### src/uic_pkg.sv
// Constants shared by the USB device init/config register block.
// Assumes a 200 MHz system clock and byte-wide command codes.
package uic_pkg;

	// ************************************************************
	// Command codes
	// ************************************************************
	localparam logic [7:0] UIC_CMD_EPCFG_WR = 8'h20;
	localparam logic [7:0] UIC_CMD_EPCFG_RD = 8'h30;
	localparam logic [7:0] UIC_CMD_ADDR_WR = 8'hB6;
	localparam logic [7:0] UIC_CMD_ADDR_RD = 8'hB7;
	localparam logic [7:0] UIC_CMD_MODE_WR = 8'hB8;
	localparam logic [7:0] UIC_CMD_MODE_RD = 8'hB9;
	localparam logic [7:0] UIC_CMD_HWCFG_WR = 8'hBA;
	localparam logic [7:0] UIC_CMD_HWCFG_RD = 8'hBB;

	// ************************************************************
	// Field positions
	// ************************************************************
	localparam int UIC_EP_BUF_EN = 7;
	localparam int UIC_EP_DIR = 6;
	localparam int UIC_EP_DBL = 5;
	localparam int UIC_EP_ISO = 4;
	localparam int UIC_ADDR_DEV_EN = 7;
	localparam int UIC_MODE_SUSP = 5;
	localparam int UIC_MODE_GIE = 3;
	localparam int UIC_MODE_DBG = 2;
	localparam int UIC_MODE_PULLUP = 0;
	localparam int UIC_HW_EXT_PULL = 14;
	localparam int UIC_HW_NO_SLOW = 13;
	localparam int UIC_HW_CLK_ON = 12;
	localparam int UIC_HW_DIV_LSB = 8;

	// ************************************************************
	// Reset values
	// ************************************************************
	localparam logic [7:0] UIC_EPCFG_RST = 8'h00;
	localparam logic [7:0] UIC_ADDR_RST = 8'h00;
	localparam logic [7:0] UIC_MODE_RST = 8'h80;
	localparam logic [15:0] UIC_HWCFG_RST = 16'h2344;
	localparam logic [15:0] UIC_HWCFG_WMASK = 16'h7FEB;
	localparam logic [7:0] UIC_MODE_WMASK = 8'hFF;
	localparam int UIC_NUM_EP = 16;
	localparam logic [3:0] UIC_LAST_EP = 4'hF;

	// ************************************************************
	// Timing
	// ************************************************************
	localparam int UIC_CLK_MHZ = 200;
	localparam int UIC_SUSP_DELAY_US = 2000;
	localparam int UIC_SUSP_DELAY_CYC = UIC_SUSP_DELAY_US * UIC_CLK_MHZ;
	// Half period of the 48 MHz reference in system cycles, set to
	// one whole cycle (100 MHz) since 200 MHz cannot make 48 MHz exactly
	localparam int UIC_REF_HALF_CYC = 1;
	// Slow suspend clock, about 110 kHz: half period of 909 cycles
	localparam int UIC_SLOW_HALF_CYC = 909;

	typedef enum {UIC_AL_IDLE, UIC_AL_RUN} uic_alloc_st_t;

endpackage : uic_pkg

### src/uic_clock_output_pin.sv
// Clock output pin generator with divider and slow suspend clock.
// Assumes div_i and slow_i are register outputs on the same clock.
`timescale 1ns/10ps
module uic_clock_output_pin #(
	parameter int REF_HALF = uic_pkg::UIC_REF_HALF_CYC,
	parameter int SLOW_HALF = uic_pkg::UIC_SLOW_HALF_CYC
) (
	input wire logic sys_clk_i,
	input wire logic reset_i,
	input wire logic [3:0] div_i,
	input wire logic slow_i,
	output logic clk_o
);
	import uic_pkg::*;

	typedef struct packed {
		logic [15:0] cnt;
		logic [3:0] div;
		logic slow;
		logic clk;
	} uic_ck_st_t;

	uic_ck_st_t s_q, s_d;
	logic [15:0] half;

	// ************************************************************
	// Divider
	// ************************************************************
	always_comb begin
		s_d = s_q;
		if (s_q.slow) begin
			half = 16'(SLOW_HALF);
		end else begin
			half = 16'((32'(s_q.div) + 32'd1) * 32'(REF_HALF));
		end
		if (s_q.cnt + 16'h0001 >= half) begin
			s_d.cnt = 16'h0000;
			s_d.clk = ~s_q.clk;
			// New setting only at the end of a low phase: no runt pulses
			if (!s_q.clk) begin
				s_d.div = div_i;
				s_d.slow = slow_i;
			end
		end else begin
			s_d.cnt = s_q.cnt + 16'h0001;
		end
	end

	always_ff @(posedge sys_clk_i) begin
		if (reset_i) begin
			s_q <= '{cnt: 16'h0000,
				div: UIC_HWCFG_RST[UIC_HW_DIV_LSB +: 4],
				slow: 1'b0, clk: 1'b0};
		end else begin
			s_q <= s_d;
		end
	end

	assign clk_o = s_q.clk;

endmodule : uic_clock_output_pin

### src/uic_susp_timer.sv
// Delay from suspend entry to clock stop and slow clock switch.
// Assumes suspended_i is a level on the same clock.
`timescale 1ns/10ps
module uic_susp_timer #(
	parameter int DELAY_CYC = uic_pkg::UIC_SUSP_DELAY_CYC
) (
	input wire logic sys_clk_i,
	input wire logic reset_i,
	input wire logic suspended_i,
	output logic expired_o
);
	import uic_pkg::*;

	typedef struct packed {
		logic [31:0] cnt;
		logic done;
	} uic_tm_st_t;

	uic_tm_st_t s_q, s_d;

	always_comb begin
		s_d = s_q;
		if (!suspended_i) begin
			s_d.cnt = 32'h0000_0000;
			s_d.done = 1'b0;
		end else if (!s_q.done) begin
			if (s_q.cnt + 32'h0000_0001 >= 32'(DELAY_CYC)) begin
				s_d.done = 1'b1;
			end else begin
				s_d.cnt = s_q.cnt + 32'h0000_0001;
			end
		end
	end

	always_ff @(posedge sys_clk_i) begin
		if (reset_i) begin
			s_q <= '{cnt: 32'h0000_0000, done: 1'b0};
		end else begin
			s_q <= s_d;
		end
	end

	assign expired_o = s_q.done;

endmodule : uic_susp_timer

### src/uic_regs.sv
// USB device initialisation and configuration registers.
// Assumes command, data and USB event strobes on sys_clk_i.
`timescale 1ns/10ps
module uic_regs #(
	parameter int SUSP_DELAY_CYC = uic_pkg::UIC_SUSP_DELAY_CYC,
	parameter logic [15:0][10:0] SIZE_LUT = {
		11'd0, 11'd0, 11'd0, 11'd0, 11'd0, 11'd0, 11'd1023, 11'd512,
		11'd256, 11'd128, 11'd64, 11'd32, 11'd16, 11'd8, 11'd0, 11'd0}
) (
	input wire logic sys_clk_i,
	input wire logic reset_i,
	input wire logic bus16_i,
	input wire logic cmd_wr_i,
	input wire logic [7:0] cmd_code_i,
	input wire logic data_wr_i,
	input wire logic [15:0] data_i,
	input wire logic data_rd_i,
	output logic [15:0] rd_data_o,
	input wire logic usb_bus_reset_i,
	input wire logic usb_resume_i,
	input wire logic empty_in_ack_i,
	input wire logic ev_ack_i,
	input wire logic ev_iso_done_i,
	input wire logic ev_nak_i,
	input wire logic ev_err_i,
	input wire logic otg_mode_i,
	input wire logic otg_local_connect_i,
	output logic [15:0] endpoint_enable_o,
	output logic [15:0] endpoint_direction_o,
	output logic [15:0] double_buffer_enable_o,
	output logic [15:0] isochronous_select_o,
	output logic buffers_invalid_o,
	output logic alloc_busy_o,
	output logic alloc_done_o,
	output logic [15:0] alloc_total_o,
	output logic [6:0] usb_device_addr_o,
	output logic device_enable_o,
	output logic suspended_o,
	output logic clocks_stopped_o,
	output logic irq_o,
	output logic port1_dplus_pullup_o,
	output logic clock_output_pin_o
);
	import uic_pkg::*;

	typedef struct packed {
		logic [15:0][7:0] ep;
		logic [7:0] addr;
		logic [7:0] mode;
		logic [15:0] hw;
		logic [7:0] cmd;
		logic hi_byte;
		logic [4:0] seq;
		uic_alloc_st_t al;
		logic [3:0] al_idx;
		logic [15:0] al_sum;
		logic al_done;
		logic inval;
		logic [6:0] act_addr;
		logic act_en;
		logic addr_pend;
		logic susp;
		logic [15:0] rdata;
		logic irq;
	} uic_st_t;

	uic_st_t s_q, s_d;
	logic susp_expired;
	logic [15:0] ep_bytes;

	// ************************************************************
	// Helpers
	// ************************************************************
	function automatic logic is_ep_cmd(input logic [7:0] c,
		input logic [7:0] base);
		is_ep_cmd = (c[7:4] == base[7:4]);
	endfunction : is_ep_cmd

	function automatic logic [15:0] ep_size(input logic [7:0] cfg);
		logic [15:0] b;
		b = {5'h00, SIZE_LUT[cfg[3:0]]};
		if (!cfg[UIC_EP_BUF_EN]) begin
			ep_size = 16'h0000;
		end else if (cfg[UIC_EP_DBL]) begin
			ep_size = {b[14:0], 1'b0};
		end else begin
			ep_size = b;
		end
	endfunction : ep_size

	function automatic logic alloc_change(input logic [7:0] o,
		input logic [7:0] n);
		alloc_change = (o[UIC_EP_BUF_EN] != n[UIC_EP_BUF_EN]) ||
			(o[UIC_EP_DBL] != n[UIC_EP_DBL]) ||
			(o[3:0] != n[3:0]);
	endfunction : alloc_change

	assign ep_bytes = ep_size(s_q.ep[s_q.al_idx]);

	// ************************************************************
	// Next state
	// ************************************************************
	always_comb begin
		s_d = s_q;
		s_d.inval = 1'b0;
		s_d.al_done = 1'b0;
		if (cmd_wr_i) begin
			s_d.cmd = cmd_code_i;
			s_d.hi_byte = 1'b0;
		end
		// Clears come first so that a write in the same cycle wins
		// Deferred address switch
		if (s_q.addr_pend && empty_in_ack_i) begin
			s_d.act_addr = s_q.addr[6:0];
			s_d.act_en = s_q.addr[UIC_ADDR_DEV_EN];
			s_d.addr_pend = 1'b0;
		end
		if (usb_resume_i) begin
			s_d.susp = 1'b0;
		end
		// Register writes
		if (data_wr_i && !cmd_wr_i) begin
			if (is_ep_cmd(s_q.cmd, UIC_CMD_EPCFG_WR)) begin
				s_d.ep[s_q.cmd[3:0]] = data_i[7:0];
				if (alloc_change(s_q.ep[s_q.cmd[3:0]], data_i[7:0])) begin
					s_d.inval = 1'b1;
				end
				// Track the in-order walk from control OUT upward
				if ({1'b0, s_q.cmd[3:0]} == s_q.seq) begin
					s_d.seq = s_q.seq + 5'h01;
				end else if (s_q.cmd[3:0] == 4'h0) begin
					s_d.seq = 5'h01;
				end else begin
					s_d.seq = 5'h00;
				end
				if (s_q.cmd[3:0] == UIC_LAST_EP &&
					s_q.seq == {1'b0, UIC_LAST_EP}) begin
					s_d.al = UIC_AL_RUN;
					s_d.al_idx = 4'h0;
					s_d.al_sum = 16'h0000;
					s_d.seq = 5'h00;
				end
			end else if (s_q.cmd == UIC_CMD_ADDR_WR) begin
				s_d.addr = data_i[7:0];
				s_d.addr_pend = 1'b1;
			end else if (s_q.cmd == UIC_CMD_MODE_WR) begin
				// Only the low byte counts, even on a 16-bit bus
				s_d.mode = data_i[7:0] & UIC_MODE_WMASK;
				if (s_q.mode[UIC_MODE_SUSP] && !data_i[UIC_MODE_SUSP]) begin
					s_d.susp = 1'b1;
				end
			end else if (s_q.cmd == UIC_CMD_HWCFG_WR) begin
				if (bus16_i) begin
					s_d.hw = data_i & UIC_HWCFG_WMASK;
				end else if (!s_q.hi_byte) begin
					s_d.hw[7:0] = data_i[7:0] & UIC_HWCFG_WMASK[7:0];
					s_d.hi_byte = 1'b1;
				end else begin
					s_d.hw[15:8] = data_i[7:0] & UIC_HWCFG_WMASK[15:8];
					s_d.hi_byte = 1'b0;
				end
			end
		end
		// Register reads
		if (data_rd_i && !cmd_wr_i) begin
			if (is_ep_cmd(s_q.cmd, UIC_CMD_EPCFG_RD)) begin
				s_d.rdata = {8'h00, s_q.ep[s_q.cmd[3:0]]};
			end else if (s_q.cmd == UIC_CMD_ADDR_RD) begin
				s_d.rdata = {8'h00, s_q.addr};
			end else if (s_q.cmd == UIC_CMD_MODE_RD) begin
				s_d.rdata = {8'h00, s_q.mode};
			end else if (s_q.cmd == UIC_CMD_HWCFG_RD) begin
				if (bus16_i) begin
					s_d.rdata = s_q.hw;
				end else begin
					s_d.rdata = {8'h00, s_q.hi_byte ? s_q.hw[15:8] :
						s_q.hw[7:0]};
					s_d.hi_byte = ~s_q.hi_byte;
				end
			end else begin
				s_d.rdata = 16'h0000;
			end
		end
		// Buffer allocation walk, one endpoint per cycle
		case (s_q.al)
			UIC_AL_IDLE: begin
			end
			UIC_AL_RUN: begin
				s_d.al_sum = s_q.al_sum + ep_bytes;
				s_d.al_idx = s_q.al_idx + 4'h1;
				if (s_q.al_idx == UIC_LAST_EP) begin
					s_d.al = UIC_AL_IDLE;
					s_d.al_done = 1'b1;
				end
			end
			default: begin
				s_d.al = UIC_AL_IDLE;
			end
		endcase
		// Bus reset overrides; mode and hardware config are kept
		if (usb_bus_reset_i) begin
			for (int i = 0; i < UIC_NUM_EP; i++) begin
				s_d.ep[i][UIC_EP_BUF_EN] = 1'b0;
				if (s_q.ep[i][UIC_EP_BUF_EN]) begin
					s_d.inval = 1'b1;
				end
			end
			s_d.act_addr = 7'h00;
			s_d.act_en = 1'b1;
			s_d.addr_pend = 1'b0;
			s_d.al = UIC_AL_IDLE;
			s_d.seq = 5'h00;
			s_d.susp = 1'b0;
		end
		// Interrupt source selection
		if (s_q.mode[UIC_MODE_DBG]) begin
			s_d.irq = s_q.mode[UIC_MODE_GIE] &&
				(ev_nak_i || ev_err_i);
		end else begin
			s_d.irq = s_q.mode[UIC_MODE_GIE] &&
				(ev_ack_i || ev_iso_done_i);
		end
	end

	always_ff @(posedge sys_clk_i) begin
		if (reset_i) begin
			s_q.ep <= {UIC_NUM_EP{UIC_EPCFG_RST}};
			s_q.addr <= UIC_ADDR_RST;
			s_q.mode <= UIC_MODE_RST;
			s_q.hw <= UIC_HWCFG_RST;
			s_q.cmd <= 8'h00;
			s_q.hi_byte <= 1'b0;
			s_q.seq <= 5'h00;
			s_q.al <= UIC_AL_IDLE;
			s_q.al_idx <= 4'h0;
			s_q.al_sum <= 16'h0000;
			s_q.al_done <= 1'b0;
			s_q.inval <= 1'b0;
			s_q.act_addr <= 7'h00;
			s_q.act_en <= 1'b0;
			s_q.addr_pend <= 1'b0;
			s_q.susp <= 1'b0;
			s_q.rdata <= 16'h0000;
			s_q.irq <= 1'b0;
		end else begin
			s_q <= s_d;
		end
	end

	// ************************************************************
	// Suspend timing and clock pin
	// ************************************************************
	uic_susp_timer #(
		.DELAY_CYC(SUSP_DELAY_CYC)
	) u_timer (
		.sys_clk_i(sys_clk_i),
		.reset_i(reset_i),
		.suspended_i(s_q.susp),
		.expired_o(susp_expired)
	);

	uic_clock_output_pin u_clock_output_pin (
		.sys_clk_i(sys_clk_i),
		.reset_i(reset_i),
		.div_i(s_q.hw[UIC_HW_DIV_LSB +: 4]),
		.slow_i(susp_expired && !s_q.hw[UIC_HW_NO_SLOW]),
		.clk_o(clock_output_pin_o)
	);

	// ************************************************************
	// Outputs
	// ************************************************************
	// Clock stop is a request to the oscillator/PLL, which lives elsewhere
	assign clocks_stopped_o = susp_expired &&
		!s_q.hw[UIC_HW_CLK_ON];

	// OTG mode hands the pull-up to the OTG control register
	assign port1_dplus_pullup_o = otg_mode_i ? otg_local_connect_i :
		(!s_q.hw[UIC_HW_EXT_PULL] && s_q.mode[UIC_MODE_PULLUP]);

	genvar g;
	generate
		for (g = 0; g < UIC_NUM_EP; g++) begin : g_ep
			assign endpoint_enable_o[g] = s_q.ep[g][UIC_EP_BUF_EN];
			assign endpoint_direction_o[g] = s_q.ep[g][UIC_EP_DIR];
			assign double_buffer_enable_o[g] = s_q.ep[g][UIC_EP_DBL];
			assign isochronous_select_o[g] = s_q.ep[g][UIC_EP_ISO];
		end
	endgenerate

	assign rd_data_o = s_q.rdata;
	assign buffers_invalid_o = s_q.inval;
	assign alloc_busy_o = (s_q.al == UIC_AL_RUN);
	assign alloc_done_o = s_q.al_done;
	assign alloc_total_o = s_q.al_sum;
	assign usb_device_addr_o = s_q.act_addr;
	assign device_enable_o = s_q.act_en;
	assign suspended_o = s_q.susp;
	assign irq_o = s_q.irq;

endmodule : uic_regs

### config.mk
export PLATFORM = sky130hd
export DESIGN_NAME = uic_regs
export DESIGN_NICKNAME = d
export VERILOG_FILES = /design/src/uic_pkg.sv /design/src/uic_clock_output_pin.sv /design/src/uic_susp_timer.sv /design/src/uic_regs.sv
export SDC_FILE = /design/constraint.sdc
export NUM_CORES = 1
export LEC_CHECK = 0
export BUFFER_PORTS_ARGS = -buffer_cell sky130_fd_sc_hd__buf_2
export CAP_MARGIN = 10
export CORE_AREA = 2 2 230 232
export DETAILED_ROUTE_END_ITERATION = 16
export DIE_AREA = 0 0 232 234
export REMOVE_ABC_BUFFERS = 1
export SETUP_SLACK_MARGIN = 0.1
export SLEW_MARGIN = 20
export SYNTH_ARGS = -nofsm -noshare
export SYNTH_HDL_FRONTEND = slang
export SYNTH_SLANG_ARGS = --single-unit
### constraint.sdc
create_clock -name sys_clk_i -period 8.9 [get_ports sys_clk_i]
set_clock_uncertainty 0.15 [all_clocks]
set_input_delay 1.78 -clock sys_clk_i [delete_from_list [all_inputs] [get_ports sys_clk_i]]
set_output_delay 1.78 -clock sys_clk_i [all_outputs]
set_load 0.1 [all_outputs]
==> flow_metrics.py, run 1 <==
metrics = {
    "floorplanning": {
        "die_h_um": 234,
        "io-pin-count": 151,
        "core_area_um2": 52000,
        "die_width_um": 232,
        "rows": 84,
        "start_util_pct": 29.5,
        "dieArea_um2": 54300,
    },
    "timing": {
        "slew_violations": 0,
        "worstMarginPinSlew_ns": 1.11,
        "setup_viol": 0,
        "relSlewSlack_pct": 25.8,
        "layout_min_cycle_time_ns": 5.14,
        "hold_violations": 0,
        "fin_crit_sh_pct": 57.7,
        "timing.fmax_ghz": 0.195,
        "rsz0062_at_grt": "no",
        "tns_ns": 0,
    },
    "worst_setup_path": {
        "end_kind": "flop",
        "slowest_delay_ns": 0.58,
        "start_kind": "flop",
        "path_buf_inv": 1,
        "path_cells": "buf_4 > mux4_2 > mux4_2 > nand2b_1 > nand2b_1 > nor2_1 > ha_1 > a21oi_1 > o211ai_1 > o41ai_1 > o2111ai_1 > o211a_1 > nand3_1 > mux2_2 > nor2_1",
        "critical_path.top_delay_family": "multiplexers",
        "worstPathRequired_ns": 9.21,
        "worstPathMaxFanout": 20,
        "cp_slowest_cell": "dfxtp_1",
        "arrival_ns": 5.45,
        "crit_type": "reg2reg",
    },
    "grt": {
        "grt_pass1_wl_um": 67700,
        "overflow": 0,
        "first_global_vias": 11489,
        "grt_max_degree": 130,
        "antenna_found_initial": 4,
        "grt.total_usage_pct": 15.8,
    },
    "cts": {
        "holdBufCountCts": 0,
        "htreeDepth": 2,
        "clkLatencyLatePin_ns": 0.53,
        "numClockSinks": 307,
        "root_buffer": "clkbuf_16",
        "cts-resized-gates": 0,
        "cts_setup_buffers": 0,
        "clockBufferDepth": 3,
        "numCtsBuffers": 35,
        "path_clk_slew_ns": 0.06,
        "cts_tree": "built",
    },
    "detailed_routing": {
        "maxUsedRoutingLayer": "met5",
        "routed_via_density": 5.15,
        "wl_met2_um": 21100,
        "drc_errors": 0,
        "wl_per_cell_um": 18.5,
        "detail-route-antenna-nets": 0,
        "drt-total-wl_um": 44100,
        "drt-initial-drc-count": 884,
        "met1Wirelength_um": 18600,
        "dr_wl_met3_um": 3080,
        "via_count": 12260,
        "firstDrtPassIters": 7,
    },
    "cells_and_area": {
        "antennaDiodeCount": 0,
        "drive_gt1_share_pct": 19.0,
        "layout_commonest_cell": "dfxtp_1",
        "postLayoutCoreUtil_pct": 33.1,
        "final_cell_mix": "304 x dfxtp_1, 193 x nor2_1, 147 x buf_2",
        "finalNetCount": 1733,
        "area_growth_pct": 12.2,
    },
    "yosys": {
        "ys_seq_area_share_pct": 40.0,
        "yosys_most_used_dff": "dfxtp_1",
        "yosys_warnings": 0,
        "synth_cell_types": 65,
        "syn_inst": 1640,
        "synth_area_per_cell_um2": 9.36,
        "synth_area_um2": 15400,
        "ys_ff_latch": 307,
        "synth_edf_count": 0,
        "async_flop_share_pct": 0,
    },
    "placement": {
        "numPortBuffers": 148,
        "place_hpwl_um": 30700,
        "gp_routability_congestion": 0.854,
    },
    "power_and_ir_drop": {
        "p_per_area_nw_per_um2": 173,
        "ir_drop_uv": 104,
        "cellLeakagePower_nw": 6.78,
    },
    "min_path": {
        "hold_class": "reg2reg",
    },
    "run": {
        "drv_cap": 0,
    },
    "status": {
        "outcome": "completed",
    },
}
-- logic make-up after synthesis --
family / count (synthesis) / share of synthesized area [%]
compound gates: 255 / 10.7
xor+xnor: 39 / 2.22
fa+ha+maj: 27 / 2.25
buf+inv: 232 / 8.33
flops: 307 / 40.0
mux: 185 / 17.8
other cells: 1 / 0.0244
simple gates: 594 / 18.6
-- cell type report --
cell class,count,area (um^2)
fillers,5316,34800
multi-input cells,1138,8120
flip-flops and latches,307,6150
clock buffers,48,995
repair buffers,165,875
well taps,688,861
clock inverters,16,154
inverters,20,75.1
-- layer usage --
layer	vias to the layer above	GRT usage, %
met5	-	0
met4	8	5.41
met3	84	4.09
met2	348	26.3
met1	5976	19.9
li1	5844	-
-- through the flow --
step                      hold slack (ns)  cell area (um^2)  setup WS [ns]  power (W)  cells
after detailed placement            0.289             16100           3.78    0.00156   2318
after global placement              0.277             16100           3.81    0.00156   2318
after CTS                           0.302             17200           3.77    0.00301   2382
after global routing                0.326             17200           3.40    0.00307   2382
after floorplan                     0.270             14300           2.98    0.00150   1465
final                               0.302             17200           3.76    0.00297   2382
-- cells in the mapped netlist, types with 16 or more instances --
cell type  number  share of area (%)
a21oi_1       111                3.6
a22oi_1        20               0.98
and3_1         29                1.2
buf_4         103                5.0
clkbuf_1       90                2.2
dfxtp_1       307                 40
ha_1           26                2.1
inv_1          20               0.49
mux2i_1       106                6.9
mux4_2         70                 10
nand2_1       118                2.9
nand2b_1       20               0.81
nand3_1       106                3.5
nand4_1        16               0.65
nor2_1        196                4.8
nor2b_1        18               0.73
nor3_1         22               0.72
nor4_1         17               0.69
o21ai_0        20               0.65
or4_1          16               0.78
xnor2_1        23                1.3
xor2_1         16               0.91
-- flip-flops by register name (all words and copies together) (netlist names) --
signal and flops:
usb_device_addr_o 7, u_clock_output_pin.clk_o 1, alloc_done_o 1, alloc_total_o 16, u_timer.s_q 32, endpoint_enable_o 16, s_q 145, buffers_invalid_o 1
irq_o 1, isochronous_select_o 16, endpoint_direction_o 16, u_clock_output_pin.s_q 21, rd_data_o 15, device_enable_o 1, double_buffer_enable_o 16, suspended_o 1
u_timer.expired_o 1
-- worst register-to-register path, delay by kind of cell (launching register included) --
family / cells / cell delay [ns]
AND/OR/NAND/NOR: 5 / 0.87
multiplexers: 3 / 1.47
AO/OA/AOI/OAI: 5 / 1.32
flip-flops: 1 / 0.58
buffers and inverters: 1 / 0.41
adder cells (fa/ha/maj): 1 / 0.28
-- worst paths after layout --
kind | from | end | slack [ns] | depth (start not counted)
setup / recovery | s_q[46]$_SDFFE_PP0P_ | alloc_total_o[15]$_SDFFE_PP0P_ | 3.76 | 15
hold / removal | s_q[97]$_SDFFE_PP1P_ | s_q[97]$_SDFFE_PP1P_ | 0.30 | 1
setup reg to reg | s_q[46]$_SDFFE_PP0P_ | alloc_total_o[15]$_SDFFE_PP0P_ | 3.76 | 15
hold reg to reg | s_q[97]$_SDFFE_PP1P_ | s_q[97]$_SDFFE_PP1P_ | 0.30 | 1
-- power breakdown --
part | switching, W | total (W) | leakage (nW) | internal [W]
Combinational | 0.000100 | 0.000134 | 3.72 | 0.0000342
Clock | 0.000592 | 0.00144 | 0.566 | 0.000848
Sequential | 0.00000980 | 0.00140 | 2.49 | 0.00139
Total | 0.000701 | 0.00297 | 6.78 | 0.00227
No activity file was read; power rests on OpenSTA's default activity.
==> run 2, diff against run 1 <==
clock period = 4.4 ns   (was 8.9 ns; I/O delays follow)
==> run 2 against run 1 <==
  * Core utilization increased by 1.3 points
  * Maximum frequency increased by 22%
  * Flip-flop and latch count unchanged
  * Final area increased by 4.0%
  * Hold slack got worse by 0.0036 ns
  * Clock power increased by 120%
  * Via count increased by 2.6%
  * Sequential share of layout area decreased by 1.3 points
  * Register-to-register slack got worse by 3.6 ns
  * First-iteration DRC count increased by 0.45%
  * Worst setup slack got worse by 3.6 ns
  * Largest power group unchanged
==> flow_metrics.py, run 2 (synthesized netlist as in run 1, its figures left out) <==
metrics = {
    "cts": {
        "clkLatencyLatePin_ns": 0.56,
        "numClockSinks": 307,
        "htreeDepth": 2,
        "clockBufferDepth": 3,
        "numCtsBuffers": 36,
        "cts_tree": "built",
        "holdBufCountCts": 0,
        "root_buffer": "clkbuf_16",
        "path_clk_slew_ns": 0.06,
    },
    "grt": {
        "grt_pass1_wl_um": 68300,
        "grt_max_degree": 84,
        "antenna_found_initial": 4,
        "overflow": 0,
        "first_global_vias": 11872,
        "grt.total_usage_pct": 16.1,
    },
    "timing": {
        "layout_min_cycle_time_ns": 4.22,
        "fin_ws_ns": 0.179,
        "tns_ns": 0,
        "hold_violations": 0,
        "slew_violations": 0,
        "fin_crit_sh_pct": 95.9,
        "rsz0062_at_grt": "yes",
        "setup_viol": 0,
        "worstMarginPinSlew_ns": 1.05,
        "timing.fmax_ghz": 0.237,
        "relSlewSlack_pct": 30.0,
    },
    "cells_and_area": {
        "layout_commonest_cell": "dfxtp_1",
        "largest_register_ffs": 145,
        "finalNetCount": 1785,
        "reg_top3": "s_q x145, u_timer.s_q x32, u_clock_output_pin.s_q x21",
        "fin_cells": 2432,
        "final_cell_mix": "303 x dfxtp_1, 193 x nor2_1, 147 x buf_2",
        "fillers": 5265,
        "antennaDiodeCount": 0,
        "area_growth_pct": 16.7,
        "largest_register": "s_q",
        "drive_gt1_share_pct": 22.0,
    },
    "detailed_routing": {
        "drt-total-wl_um": 45100,
        "routed_via_density": 5.17,
        "drc_errors": 0,
        "drt-initial-drc-count": 888,
        "via_count": 12580,
        "firstDrtPassIters": 6,
        "detail-route-antenna-nets": 0,
        "wl_per_cell_um": 18.5,
    },
    "power_and_ir_drop": {
        "ir_drop_uv": 222,
        "p_per_area_nw_per_um2": 354,
        "cellLeakagePower_nw": 7.16,
    },
    "placement": {
        "place_hpwl_um": 31700,
        "numPortBuffers": 148,
        "pre_cts_ws_ns": -0.0313,
        "post-place-cells": 2357,
        "gp_routability_congestion": 0.842,
    },
    "worst_setup_path": {
        "crit_type": "reg2reg",
        "worstPathMaxFanout": 6,
        "end_kind": "flop",
        "worstPathRequired_ns": 4.75,
        "arrival_ns": 4.57,
        "start_kind": "flop",
    },
    "min_path": {
        "hold_class": "reg2reg",
    },
    "run": {
        "drv_cap": 0,
    },
    "floorplanning": {
        "rows": 84,
        "die_h_um": 234,
        "die_width_um": 232,
        "io-pin-count": 151,
        "core_area_um2": 52000,
        "dieArea_um2": 54300,
        "start_util_pct": 29.5,
    },
    "status": {
        "outcome": "completed",
    },
}
[run 2: cell types whose count changed in the layout (fill, tap and decap cells not counted), moves of 4 or more]
cell	change
a21oi_2	+5
buf_4	+45
a21oi_1	-5
buf_12	+4
clkinv_2	-6
[run 2: layer usage]
metal | vias to the layer above | global-route usage, % | wire [um]
met5 | - | 0 | 57
met3 | 108 | 4.02 | 3130
li1 | 5955 | - | -
met4 | 8 | 7.33 | 1990
met2 | 370 | 26.5 | 21200
met1 | 6139 | 19.9 | 18700
[run 2: through the flow]
| step | cell area [um^2] | util (%) | total power, W | hold WS [ns] |
|---|---|---|---|---|
| floorplan | 14300 | - | 0.00303 | 0.270 |
| global placement | 16400 | 31.5 | 0.00316 | 0.278 |
| detailed placement | 16400 | 31.5 | 0.00316 | 0.288 |
| CTS | 17700 | 34.1 | 0.00640 | 0.302 |
| global route | 17900 | 34.4 | 0.00652 | 0.326 |
| finish | 17900 | 34.4 | 0.00633 | 0.298 |
[run 2: what timing repair did]
item,CTS,global route
gates resized for setup,4,28
setup endpoints to repair,6,6
pin swaps,2,10
hold endpoints to repair,0,0
gates cloned,0,1
setup buffers,4,7
[run 2: cell type report]
type	instances	area, um^2	share of cell area, %
Multi-Input combinational cell	1138	8220	45.9
Clock inverter	11	241	1.35
Clock buffer	52	1030	5.76
Tap cell	688	861	4.81
Timing Repair Buffer	216	1330	7.44
Sequential cell	307	6160	34.4
Inverter	20	75.1	0.419
[run 2: worst max-delay path: stages, from the launching register on]
cell	delay, ns
dfxtp_4	0.39
buf_12	0.13
buf_8	0.12
mux4_2	0.49
mux4_2	0.64
xor2_2	0.23
nand2_1	0.09
a21oi_2	0.22
ha_4	0.26
nand3_2	0.08
o211ai_1	0.13
o41ai_2	0.39
o2111ai_1	0.16
o211a_1	0.18
nand3_1	0.11
mux2_4	0.30
nor2_1	0.08
[run 2: where the power goes]
group / leakage, nW / internal, W / switching [W]
sequential: 2.49 / 0.00281 / 0.0000352
clock: 0.615 / 0.00195 / 0.00128
combinational: 4.05 / 0.0000724 / 0.000187
total: 7.16 / 0.00483 / 0.00150
[run 2: path summary, 6_finish.rpt]
kind                            cells after the start                        endpoint  slack (ns)                 start
worst max-delay path                               16  alloc_total_o[15]$_SDFFE_PP0P_        0.18  s_q[45]$_SDFFE_PP0P_
worst min-delay path                                1            s_q[97]$_SDFFE_PP1P_        0.30  s_q[97]$_SDFFE_PP1P_
worst max register to register                     16  alloc_total_o[15]$_SDFFE_PP0P_        0.18  s_q[45]$_SDFFE_PP0P_
worst min register to register                      1            s_q[97]$_SDFFE_PP1P_        0.30  s_q[97]$_SDFFE_PP1P_
